File: src/rtl/tbi_pkg.sv
`default_nettype none
package tbi_pkg;

	// ************************************************************
	// Register offsets
	// ************************************************************
	localparam logic [7:0] TBI_OFS_BTN_EN = 8'h06;
	localparam logic [7:0] TBI_OFS_SCAN_SEL = 8'h81;
	localparam logic [7:0] TBI_OFS_SCAN_DATA = 8'h82;
	localparam logic [7:0] TBI_OFS_SCAN_LAST = 8'h87;
	localparam logic [7:0] TBI_OFS_BTN_STATUS = 8'h88;
	localparam logic [7:0] TBI_OFS_COMMAND = 8'hA0;

	// ************************************************************
	// Command codes
	// ************************************************************
	localparam logic [7:0] TBI_CMD_SAVE_NV = 8'h01;
	localparam logic [7:0] TBI_CMD_LOAD_DEF = 8'h02;
	localparam logic [7:0] TBI_CMD_SOFT_RST = 8'h06;
	localparam logic [7:0] TBI_CMD_NORMAL = 8'h07;
	localparam logic [7:0] TBI_CMD_SETUP = 8'h08;

	// ************************************************************
	// Reset values and bus constants
	// ************************************************************
	localparam logic [7:0] TBI_RST_BTN_EN = 8'h00;
	localparam logic [7:0] TBI_RST_SCAN_SEL = 8'h01;
	localparam logic [7:0] TBI_RST_PTR = 8'h00;
	localparam logic [7:0] TBI_UNMAPPED_READ = 8'h00;
	localparam logic [3:0] TBI_BITS_PER_BYTE = 4'h8;

	typedef enum logic [2:0] {
		TBI_IDLE,
		TBI_ADDR,
		TBI_WRITE,
		TBI_ACK,
		TBI_READ,
		TBI_RACK
	} tbi_phase_t;

	// Scan results of the selected button, delivered by the sensing core.
	typedef struct packed {
		logic [15:0] baseline;
		logic [15:0] diff_count;
		logic [15:0] raw_count;
	} tbi_scan_t;

	// Configuration and event outputs toward the sensing core.
	typedef struct packed {
		logic setup_mode;
		logic [7:0] button_enable;
		logic [7:0] scan_select;
		logic load_defaults;
		logic save_nv;
		logic soft_reset;
	} tbi_ctrl_t;

	typedef struct packed {
		logic [2:0] scl_sync;
		logic [2:0] sda_sync;
		tbi_phase_t phase;
		logic [3:0] bit_cnt;
		logic [7:0] shift;
		logic is_read;
		logic first_byte;
		logic master_nack;
		logic [7:0] reg_ptr;
		logic [47:0] scan_snap;
		logic sda_drive_low;
		tbi_ctrl_t ctrl;
	} tbi_state_t;

endpackage
`default_nettype wire

File: src/rtl/tbi_cmd_port.sv
// Overview of operation
// - Command 0x08 written to offset 0xA0 puts the device into setup mode.
// - Command 0x07 written to offset 0xA0 returns the device to normal sensing.
// - Command 0x02 at 0xA0 reloads working configuration with defaults, leaving storage alone.
// - Command 0x01 at 0xA0 saves the configuration, and the host waits out the save time.
// - Command 0x06 at 0xA0 soft-resets the device, and the host enters setup mode first.
// - Writing 0x01 to offset 0x06 in setup mode enables the first sense pin as a button.
// - A one-hot mask written to offset 0x81 picks the button whose scan results are read.
// - Six reads from pointer 0x82 give baseline, difference and raw count, two bytes each.
// - One read from pointer 0x88 gives the touched status of the buttons.
// - The first written byte of a transfer sets the pointer and reads start at the pointer.
`timescale 1ns/100ps
`default_nettype none

module tbi_cmd_port
	import tbi_pkg::*;
#(
	parameter logic [6:0] DEV_ADDR = 7'h00
) (
	input wire logic core_clk,
	input wire logic rst_b,
	input wire logic scl_in,
	input wire logic sda_in,
	output logic sda_out,
	output logic sda_oe,
	input wire tbi_scan_t scan_in,
	input wire logic [7:0] button_status,
	output tbi_ctrl_t ctrl
);

	// ************************************************************
	// Parameter check
	// ************************************************************
	if (DEV_ADDR > 7'h77) begin : g_bad_addr
		$error("Target address lies in the reserved upper range.");
	end

	tbi_state_t st_r;
	tbi_state_t st_nxt;

	logic scl_rise;
	logic scl_fall;
	logic bus_start;
	logic bus_stop;
	logic scl_now;
	logic sda_now;

	// Scan data reads come from the snapshot so the six scan bytes belong to one scan.
	function automatic logic [7:0] read_mux(input logic [7:0] ofs, input tbi_ctrl_t c,
		input logic [47:0] snap, input logic [7:0] status);
		logic [2:0] idx;
		idx = 3'(ofs - TBI_OFS_SCAN_DATA);
		if (ofs == TBI_OFS_BTN_EN) begin
			read_mux = c.button_enable;
		end else if (ofs == TBI_OFS_SCAN_SEL) begin
			read_mux = c.scan_select;
		end else if (ofs >= TBI_OFS_SCAN_DATA && ofs <= TBI_OFS_SCAN_LAST) begin
			read_mux = snap[47 - 8 * idx -: 8];
		end else if (ofs == TBI_OFS_BTN_STATUS) begin
			read_mux = status;
		end else begin
			read_mux = TBI_UNMAPPED_READ;
		end
	endfunction

	// ************************************************************
	// Bus condition detection
	// ************************************************************
	// Only stages 1 and 2 of each synchroniser feed logic; stage 0 is metastability guard.
	assign scl_now = st_r.scl_sync[1];
	assign sda_now = st_r.sda_sync[1];
	assign scl_rise = st_r.scl_sync[1] && !st_r.scl_sync[2];
	assign scl_fall = !st_r.scl_sync[1] && st_r.scl_sync[2];
	assign bus_start = scl_now && st_r.scl_sync[2] && !sda_now && st_r.sda_sync[2];
	assign bus_stop = scl_now && st_r.scl_sync[2] && sda_now && !st_r.sda_sync[2];

	// ************************************************************
	// Next state
	// ************************************************************
	always_comb begin
		st_nxt = st_r;
		st_nxt.scl_sync = {st_r.scl_sync[1:0], scl_in};
		st_nxt.sda_sync = {st_r.sda_sync[1:0], sda_in};
		st_nxt.ctrl.load_defaults = 1'b0;
		st_nxt.ctrl.save_nv = 1'b0;
		st_nxt.ctrl.soft_reset = 1'b0;

		if (bus_start) begin
			st_nxt.phase = TBI_ADDR;
			st_nxt.bit_cnt = 4'h0;
			st_nxt.sda_drive_low = 1'b0;
		end else if (bus_stop) begin
			st_nxt.phase = TBI_IDLE;
			st_nxt.sda_drive_low = 1'b0;
		end else begin
			case (st_r.phase)
				TBI_IDLE: begin
					st_nxt.sda_drive_low = 1'b0;
				end
				TBI_ADDR, TBI_WRITE: begin
					if (scl_rise && st_r.bit_cnt != TBI_BITS_PER_BYTE) begin
						st_nxt.shift = {st_r.shift[6:0], sda_now};
						st_nxt.bit_cnt = st_r.bit_cnt + 4'h1;
					end else if (scl_fall && st_r.bit_cnt == TBI_BITS_PER_BYTE) begin
						if (st_r.phase == TBI_ADDR) begin
							if (st_r.shift[7:1] == DEV_ADDR) begin
								st_nxt.is_read = st_r.shift[0];
								st_nxt.first_byte = 1'b1;
								st_nxt.sda_drive_low = 1'b1;
								st_nxt.phase = TBI_ACK;
							end else begin
								// Another target's transfer: stay off the bus until the next start.
								st_nxt.phase = TBI_IDLE;
							end
						end else begin
							st_nxt.sda_drive_low = 1'b1;
							st_nxt.phase = TBI_ACK;
							st_nxt.first_byte = 1'b0;
							if (st_r.first_byte) begin
								st_nxt.reg_ptr = st_r.shift;
							end else begin
								st_nxt.reg_ptr = st_r.reg_ptr + 8'h01;
								case (st_r.reg_ptr)
									TBI_OFS_BTN_EN: begin
										// Outside setup mode only command 0x02 can change the button map.
										if (st_r.ctrl.setup_mode) begin
											st_nxt.ctrl.button_enable = st_r.shift;
										end
									end
									TBI_OFS_SCAN_SEL: begin
										st_nxt.ctrl.scan_select = st_r.shift;
									end
									TBI_OFS_COMMAND: begin
										case (st_r.shift)
											TBI_CMD_SETUP: begin
												st_nxt.ctrl.setup_mode = 1'b1;
											end
											TBI_CMD_NORMAL: begin
												st_nxt.ctrl.setup_mode = 1'b0;
											end
											TBI_CMD_LOAD_DEF: begin
												st_nxt.ctrl.load_defaults = 1'b1;
												st_nxt.ctrl.button_enable = TBI_RST_BTN_EN;
												st_nxt.ctrl.scan_select = TBI_RST_SCAN_SEL;
											end
											TBI_CMD_SAVE_NV: begin
												st_nxt.ctrl.save_nv = 1'b1;
											end
											TBI_CMD_SOFT_RST: begin
												// Ignored in normal mode so a stray write cannot reset sensing.
												if (st_r.ctrl.setup_mode) begin
													st_nxt.ctrl.soft_reset = 1'b1;
													st_nxt.ctrl.setup_mode = 1'b0;
													st_nxt.ctrl.button_enable = TBI_RST_BTN_EN;
													st_nxt.ctrl.scan_select = TBI_RST_SCAN_SEL;
												end
											end
											default: begin
											end
										endcase
									end
									default: begin
									end
								endcase
							end
						end
					end
				end
				TBI_ACK: begin
					if (scl_fall) begin
						st_nxt.bit_cnt = 4'h0;
						if (st_r.is_read) begin
							st_nxt.shift = read_mux(st_r.reg_ptr, st_r.ctrl, st_r.scan_snap,
								button_status);
							st_nxt.sda_drive_low = !st_nxt.shift[7];
							st_nxt.phase = TBI_READ;
						end else begin
							st_nxt.sda_drive_low = 1'b0;
							st_nxt.phase = TBI_WRITE;
						end
					end
				end
				TBI_READ: begin
					if (scl_rise) begin
						st_nxt.bit_cnt = st_r.bit_cnt + 4'h1;
					end else if (scl_fall) begin
						if (st_r.bit_cnt == TBI_BITS_PER_BYTE) begin
							st_nxt.sda_drive_low = 1'b0;
							st_nxt.reg_ptr = st_r.reg_ptr + 8'h01;
							st_nxt.phase = TBI_RACK;
						end else begin
							st_nxt.shift = {st_r.shift[6:0], 1'b0};
							st_nxt.sda_drive_low = !st_r.shift[6];
						end
					end
				end
				TBI_RACK: begin
					if (scl_rise) begin
						st_nxt.master_nack = sda_now;
					end else if (scl_fall) begin
						if (st_r.master_nack) begin
							st_nxt.phase = TBI_IDLE;
						end else begin
							st_nxt.bit_cnt = 4'h0;
							st_nxt.shift = read_mux(st_r.reg_ptr, st_r.ctrl, st_r.scan_snap,
								button_status);
							st_nxt.sda_drive_low = !st_nxt.shift[7];
							st_nxt.phase = TBI_READ;
						end
					end
				end
				default: begin
					st_nxt.phase = TBI_IDLE;
					st_nxt.sda_drive_low = 1'b0;
				end
			endcase
		end

		// Capture all six scan bytes whenever the pointer sits at the first one and the port is not in the read phase.
		if (st_nxt.reg_ptr == TBI_OFS_SCAN_DATA && st_nxt.phase != TBI_READ) begin
			st_nxt.scan_snap = scan_in;
		end
	end

	// ************************************************************
	// State register
	// ************************************************************
	always_ff @(posedge core_clk or negedge rst_b) begin
		if (!rst_b) begin
			st_r <= '{scl_sync: 3'h7, sda_sync: 3'h7, phase: TBI_IDLE, bit_cnt: 4'h0,
				shift: 8'h00, is_read: 1'b0, first_byte: 1'b0, master_nack: 1'b0,
				reg_ptr: TBI_RST_PTR, scan_snap: 48'h0, sda_drive_low: 1'b0,
				ctrl: '{setup_mode: 1'b0, button_enable: TBI_RST_BTN_EN,
					scan_select: TBI_RST_SCAN_SEL, load_defaults: 1'b0, save_nv: 1'b0,
					soft_reset: 1'b0}};
		end else begin
			st_r <= st_nxt;
		end
	end

	// Open-drain data line: the device only ever pulls low.
	assign sda_out = 1'b0;
	assign sda_oe = st_r.sda_drive_low;
	assign ctrl = st_r.ctrl;

endmodule

`default_nettype wire

File: config.mk
export PLATFORM = sky130hd
export DESIGN_NAME = tbi_cmd_port
export DESIGN_NICKNAME = d
export VERILOG_FILES = /design/src/rtl/tbi_pkg.sv /design/src/rtl/tbi_cmd_port.sv
export SDC_FILE = /design/constraint.sdc
export NUM_CORES = 1
export LEC_CHECK = 0
export BUFFER_PORTS_ARGS = -buffer_cell sky130_fd_sc_hd__buf_2
export CORE_MARGIN = 2
export CORE_UTILIZATION = 63
export CTS_CLUSTER_SIZE = 25
export DETAILED_ROUTE_END_ITERATION = 8
export HOLD_SLACK_MARGIN = 0.08
export PLACE_DENSITY = 0.86
export SLEW_MARGIN = 40
export SYNTH_ARGS = -nofsm -noshare
export SYNTH_HDL_FRONTEND = slang
export SYNTH_SLANG_ARGS = --single-unit
File: constraint.sdc
create_clock -name core_clk -period 9.95 [get_ports core_clk]
set_input_delay 1.99 -clock core_clk [delete_from_list [all_inputs] [get_ports core_clk]]
set_output_delay 1.99 -clock core_clk [all_outputs]
set_load 0.05 [all_outputs]
## Yosys cells after proc, flatten, opt, wreduce, memory -nomap -nowiden

Index checks and enable logic that the tools add are counted.

| operators by class | value |
|---|---|
| add/sub/neg operators | 4 |
| magnitude comparators | 2 |
| equality and inequality tests | 47 |
| shift-type cells | 1 |
| muxes and demuxes | 88 |
| bitwise logic cells | 5 |
| reductions and logical operators | 35 |

Operators with widths:

| kind | number |
|---|---|
| $mux 8 | 28 |
| $shiftx 55x33->8 | 1 |
| $pmux 12 s4 | 1 |
| $pmux 8 s2 | 3 |
| $mux 15 | 3 |
| $mux 21 | 2 |
| $mux 20 | 2 |
| $mux 3 | 13 |
| $ne 4x4->1 const B | 9 |
| $eq 8x8->1 const B | 4 |
| $pmux 16 s2 | 1 |
| $eq 8x3->1 const B | 3 |
| $mux 12 | 2 |
| $ne 3x3->1 const B | 8 |
| $mux 23 | 1 |
| $ne 2x2->1 const B | 11 |
| $mux 1 | 21 |
| $reduce_and 9->1 | 2 |
| $mux 16 | 1 |
| $pmux 3 s5 | 1 |
| $reduce_and 12->1 | 1 |
| $logic_and 1x1->1 | 11 |
| $reduce_and 11->1 | 1 |
| $mux 2 | 5 |
| other kinds (34) | 47 |

| storage, ports and cells | value |
|---|---|
| register bits after elaboration | 101 |
| bits of input ports | 60 |
| logic and storage cells | 199 |

## Logic depth before layout (Yosys ltp)

| logic depth | value |
|---|---|
| depth after elaboration | 20 |
| mapped depth | 13 |
| mapped depth without buffers | 10 |

## Worst setup path after synthesis

No wires, ideal clock.

| timing | value |
|---|---|
| path kind | reg-to-reg |
| from | register st_r[69] (netlist bit) |
| to | register st_r[22] (netlist bit) |
| setup time | 0.125 ns |
| data arrival time | 3.156 ns |
| required time | 9.825 ns |
| setup slack | 6.669 ns |
| stages on the path, launching flop included | 14 |
| path buffers | 5 |
| path through | dfrtp_1 > clkbuf_1 > buf_1 > buf_2 > inv_1 > ha_1 > mux2i_1 > nor3_1 > a221o_1 > and4bb_1 > nand4b_1 > buf_6 > buf_6 > mux2_4 |

RTL lines:

| element | RTL line | RTL |
|---|---|---|
| from (decl) | tbi_cmd_port.sv:38 | `tbi_state_t st_r;` |
| from (signal assigned) | tbi_cmd_port.sv:230 | `st_r <= '{scl_sync: 3'h7, sda_sync: 3'h7, phase: TBI_IDLE, bit_cnt: 4'h0,` |
| from (signal assigned) | tbi_cmd_port.sv:237 | `st_r <= st_nxt;` |

==> impl_metrics.py <==
metrics = {
    "run_status": {
        "run_status": "finished, final reports clean",
    },
    "yosys": {
        "synthDominantCellAreaShare": 0.401,
        "synth_cell_types": 72,
        "synth_area_leader_cell": "sky130_fd_sc_hd__dfrtp_1",
        "synth_flop_cell": "sky130_fd_sc_hd__dfrtp_1",
        "yosys-mux-area-fraction": 0.155,
        "dominant_combinational_cell_family_by_area_after_synthesis": "simple AND/OR/NAND/NOR gates",
        "synth_adder_area_share": 0.0192,
        "synth.cell_area_sq_um": 5860,
        "synth-seq-cells": 101,
        "synth_compound_area_frac": 0.151,
        "synthSimpleGateAreaFrac": 0.162,
        "synthXorXnorAreaFrac": 0.00598,
        "postSynthAreaPerCell_sq_um": 10.1,
        "synth.yosys.seq_area_share": 0.433,
        "yosysWarnings": 0,
        "synth-edff-count": 0,
        "yosys-top-cells-area": "sky130_fd_sc_hd__dfrtp_1 40%, sky130_fd_sc_hd__mux2_2 6.3%, sky130_fd_sc_hd__mux2_4 5.1%",
        "syn_inst": 579,
        "asyncSetResetFlopFracSynth": 1.00,
        "syn-num-nets": 648,
    },
    "hold_path": {
        "hp_start": "st_nxt[96]$_DFF_PN1_",
        "hold-path-cell-count": 0,
        "hold_class": "reg -> reg",
        "whs_endpoint": "sda_now$_DFF_PN1_",
    },
    "floorplan": {
        "start_util": 0.640,
        "floorplan.die.width_um": 100,
        "row_count": 35,
        "floorplan_core_area_sq_um": 9150,
        "io_pins": 82,
        "fp.dieH_um": 100,
        "fp.dieArea_sq_um": 10100,
    },
    "detailed_routing": {
        "avgRoutedWirePerCell_um": 18.6,
        "detail_route.iter0.violations": 425,
        "drt_first_pass_iters": 6,
        "vias": 4633,
        "drc": 0,
        "finalWirelength_mm": 13.5,
        "antenna_left": 0,
        "post_drt_via_cell_ratio": 6.36,
    },
    "clock_network": {
        "tritoncts": "done",
        "post_cts.resized_instances": 0,
        "cts_htree_levels": 3,
        "clkTransAtPathRegs_ns": 0.09,
        "clock-sinks": 101,
        "hold_fix_buffers_at_cts": 0,
        "clk_root_buffer_cell": "sky130_fd_sc_hd__clkbuf_8",
        "post-cts-setup-buffers": 0,
        "cts.path.max_buffers": 2,
        "insertion_delay_ns": 0.38,
        "number_of_cts_inserted_buffers": 9,
    },
    "pwr": {
        "max-vdd-ir-drop_mv": 0.0906,
        "power_w": 0.000989,
        "power_density_nw_per_um2": 157,
        "cellLeakagePower_nw": 2.72,
    },
    "sta": {
        "tightestPinTransition_ns": 0.755,
        "achievable-frequency_mhz": 271,
        "drv_slew": 0,
        "finalSetupTns_ns": 0,
        "setup_repair_after_global_routing_missed_its_margin": "no",
        "setup-violations-final": 0,
        "clock_skew_ns": 0.0146,
        "layout_worst_path_cycle_share": 0.370,
        "hold-worst-slack_ns": 0.363,
        "timing.final.hold_violations": 0,
        "finalCriticalPeriod_ns": 3.69,
        "max_slew_margin": 0.490,
    },
    "global_routing": {
        "grt_pass1_vias": 4431,
        "gr-total-overflow": 0,
        "antenna_violations_before_repair": 0,
        "grt.total_usage": 0.278,
        "grt_pass1_wl_mm": 22.0,
        "pin_count_of_the_biggest_net_entering_global_routing": 53,
    },
    "worst_setup_path": {
        "worst_r2r_startpoint": "st_r[88]$_DFFE_PN0P_",
        "critical_path.reg2reg.endpoint": "st_r[52]$_DFFE_PN0P_",
        "worstPathRequired_ns": 10.21,
        "timing.setup.critical_path_class": "reg -> reg",
        "element_type_at_the_critical_path_start": "flop",
        "worst-r2r-setup-slack_ns": 6.26,
        "setup.worst_path.end_class": "flop",
        "r2r_cells": 11,
        "worst_ep_arrival_ns": 3.94,
        "worst_path_max_fanout": 48,
    },
    "placed_design": {
        "post_placement_cell_count": 712,
        "number_of_buffers_inserted_by_port_buffering": 80,
        "place_congestion": 0.893,
        "dpl_wire_length_mm": 9.67,
    },
    "cells_and_area": {
        "filler_cell_count": 685,
        "syn_to_final_growth_pct": 7.47,
        "fraction_of_final_layout_cells_with_drive_strength_greater_than_1": 0.293,
        "n_diodes": 0,
        "number_of_standard_cells_in_the_final_layout_excluding_fillers": 728,
        "finish.net_count": 681,
    },
    "flow_run": {
        "cap_violations": 0,
    },
}
-- layout by cell type, fill, tap and decap left out, types with 4 or more instances in the layout --
cell type	synthesis	layout
sky130_fd_sc_hd__nor4_1	4	4
sky130_fd_sc_hd__a221o_1	4	4
sky130_fd_sc_hd__mux2_2	33	33
sky130_fd_sc_hd__nand2_1	46	46
sky130_fd_sc_hd__nand3_1	16	16
sky130_fd_sc_hd__ha_1	9	9
sky130_fd_sc_hd__o22ai_1	5	4
sky130_fd_sc_hd__or3_1	4	4
sky130_fd_sc_hd__dfrtp_1	94	94
sky130_fd_sc_hd__dfstp_2	7	7
sky130_fd_sc_hd__mux4_2	7	7
sky130_fd_sc_hd__o21ai_0	34	34
sky130_fd_sc_hd__buf_4	22	7
sky130_fd_sc_hd__nand4_1	7	7
sky130_fd_sc_hd__o31ai_1	4	4
sky130_fd_sc_hd__mux2i_1	8	8
sky130_fd_sc_hd__mux2_4	20	20
sky130_fd_sc_hd__a21oi_1	43	43
sky130_fd_sc_hd__o211ai_1	5	5
sky130_fd_sc_hd__nor2_1	37	37
sky130_fd_sc_hd__buf_2	8	79
sky130_fd_sc_hd__a22oi_1	7	7
sky130_fd_sc_hd__nor3_1	7	7
sky130_fd_sc_hd__nand2b_1	10	10
sky130_fd_sc_hd__a31oi_1	9	9
sky130_fd_sc_hd__nor2b_1	11	11
sky130_fd_sc_hd__clkbuf_8	0	9
sky130_fd_sc_hd__inv_1	18	18
-- cell usage after synthesis, types with 3 or more instances --
cell                        n
sky130_fd_sc_hd__dfstp_2    7
sky130_fd_sc_hd__clkbuf_1  28
sky130_fd_sc_hd__nand4_1    7
sky130_fd_sc_hd__buf_4     22
sky130_fd_sc_hd__o22ai_1    5
sky130_fd_sc_hd__or3_1      4
sky130_fd_sc_hd__mux2i_1    8
sky130_fd_sc_hd__mux2_4    20
sky130_fd_sc_hd__ha_1       9
sky130_fd_sc_hd__nand2b_1  10
sky130_fd_sc_hd__inv_1     18
sky130_fd_sc_hd__or2_2      3
sky130_fd_sc_hd__o31ai_1    4
sky130_fd_sc_hd__xnor2_1    3
sky130_fd_sc_hd__nor4_1     4
sky130_fd_sc_hd__a32oi_1    3
sky130_fd_sc_hd__o21ai_0   34
sky130_fd_sc_hd__mux2_2    33
sky130_fd_sc_hd__buf_2      8
sky130_fd_sc_hd__a221o_1    4
sky130_fd_sc_hd__nand2_1   46
sky130_fd_sc_hd__buf_6      4
sky130_fd_sc_hd__and3_1     3
sky130_fd_sc_hd__nand4b_1   3
sky130_fd_sc_hd__mux4_2     7
sky130_fd_sc_hd__a22oi_1    7
sky130_fd_sc_hd__nor2_1    37
sky130_fd_sc_hd__nand3_1   16
sky130_fd_sc_hd__nor4_2     3
sky130_fd_sc_hd__o211ai_1   5
sky130_fd_sc_hd__nor2b_1   11
sky130_fd_sc_hd__a21oi_1   43
sky130_fd_sc_hd__dfrtp_1   94
sky130_fd_sc_hd__nor3_1     7
sky130_fd_sc_hd__a31oi_1    9
-- routing by layer --
metal	global-route usage	vias up	wire [um]
met3	0.0534	23	995
met4	0.0822	0	204
met1	0.380	2263	5660
met5	0	-	0
li1	-	2141	-
met2	0.454	206	6650
-- power breakdown --
group	leakage, nW	internal, W	total, W	switching (W)
registers	1.22	0.000451	0.000524	0.0000733
clock network	0.100	0.000121	0.000271	0.000150
logic	1.40	0.0000867	0.000194	0.000107
total	2.72	0.000658	0.000989	0.000330
-- metrics by stage --
step	util	setup WS (ns)	instance area, sq um
final	0.688	6.26	6300
after global placement	0.665	6.43	6090
after detailed placement	0.666	6.31	6090
after floorplan	-	6.67	5860
after global routing	0.688	6.11	6300
after CTS	0.688	6.29	6300
-- state kept, by name, summed over array words and instances (netlist names) --
name / cells
ctrl: 20
scl_now: 1
st_nxt: 2
sda_oe: 1
st_r: 76
sda_now: 1
-- how the worst max path moves through the flow --
stage                                     from                    to  slack, ns  cells past startpoint
after floorplan             st_r[69]$_DFF_PN0_  st_r[22]$_DFFE_PN0P_       6.67                     13
after global placement    st_r[88]$_DFFE_PN0P_  st_r[67]$_DFFE_PN0P_       6.43                     11
after detailed placement  st_r[88]$_DFFE_PN0P_  st_r[52]$_DFFE_PN0P_       6.31                     11
after CTS                 st_r[88]$_DFFE_PN0P_  st_r[64]$_DFFE_PN0P_       6.29                     11
after global routing      st_r[88]$_DFFE_PN0P_  st_r[52]$_DFFE_PN0P_       6.11                     11
final                     st_r[88]$_DFFE_PN0P_  st_r[52]$_DFFE_PN0P_       6.26                     11
-- cells by family (layout without fill, tap and decap cells) --
kind of cell,after synthesis,count (layout)
AOI/OAI and AO/OA,139,139
adders and majority gates,9,9
muxes,68,68
other,1,1
xor gates and xnor gates,4,4
buffers and inverters,82,120
DFF,101,101
and+or+nand+nor,175,175
-- critical path: stages (launching register included) --
cell and delay [ns]:
sky130_fd_sc_hd__dfrtp_1 0.43, sky130_fd_sc_hd__inv_1 0.09, sky130_fd_sc_hd__ha_1 0.16, sky130_fd_sc_hd__nand3b_1 0.34, sky130_fd_sc_hd__a221o_1 0.41, sky130_fd_sc_hd__a311o_1 0.35
sky130_fd_sc_hd__o31a_1 0.32, sky130_fd_sc_hd__nand2b_1 0.17, sky130_fd_sc_hd__and4bb_1 0.19, sky130_fd_sc_hd__nand4b_1 0.09, sky130_fd_sc_hd__buf_4 0.55, sky130_fd_sc_hd__mux2_2 0.41
-- final cells by class --
type                            count  area, sq um  share of cell area
Clock buffer                       10          128              0.0203
Sequential cell                   101         2540               0.403
Clock inverter                      6         80.1              0.0127
Multi-Input combinational cell    396         2900               0.461
Inverter                           18         67.6              0.0107
Timing Repair Buffer               86          448              0.0711
Tap cell                          111          139              0.0220
Note: power is estimated with default switching activity, not from simulation.
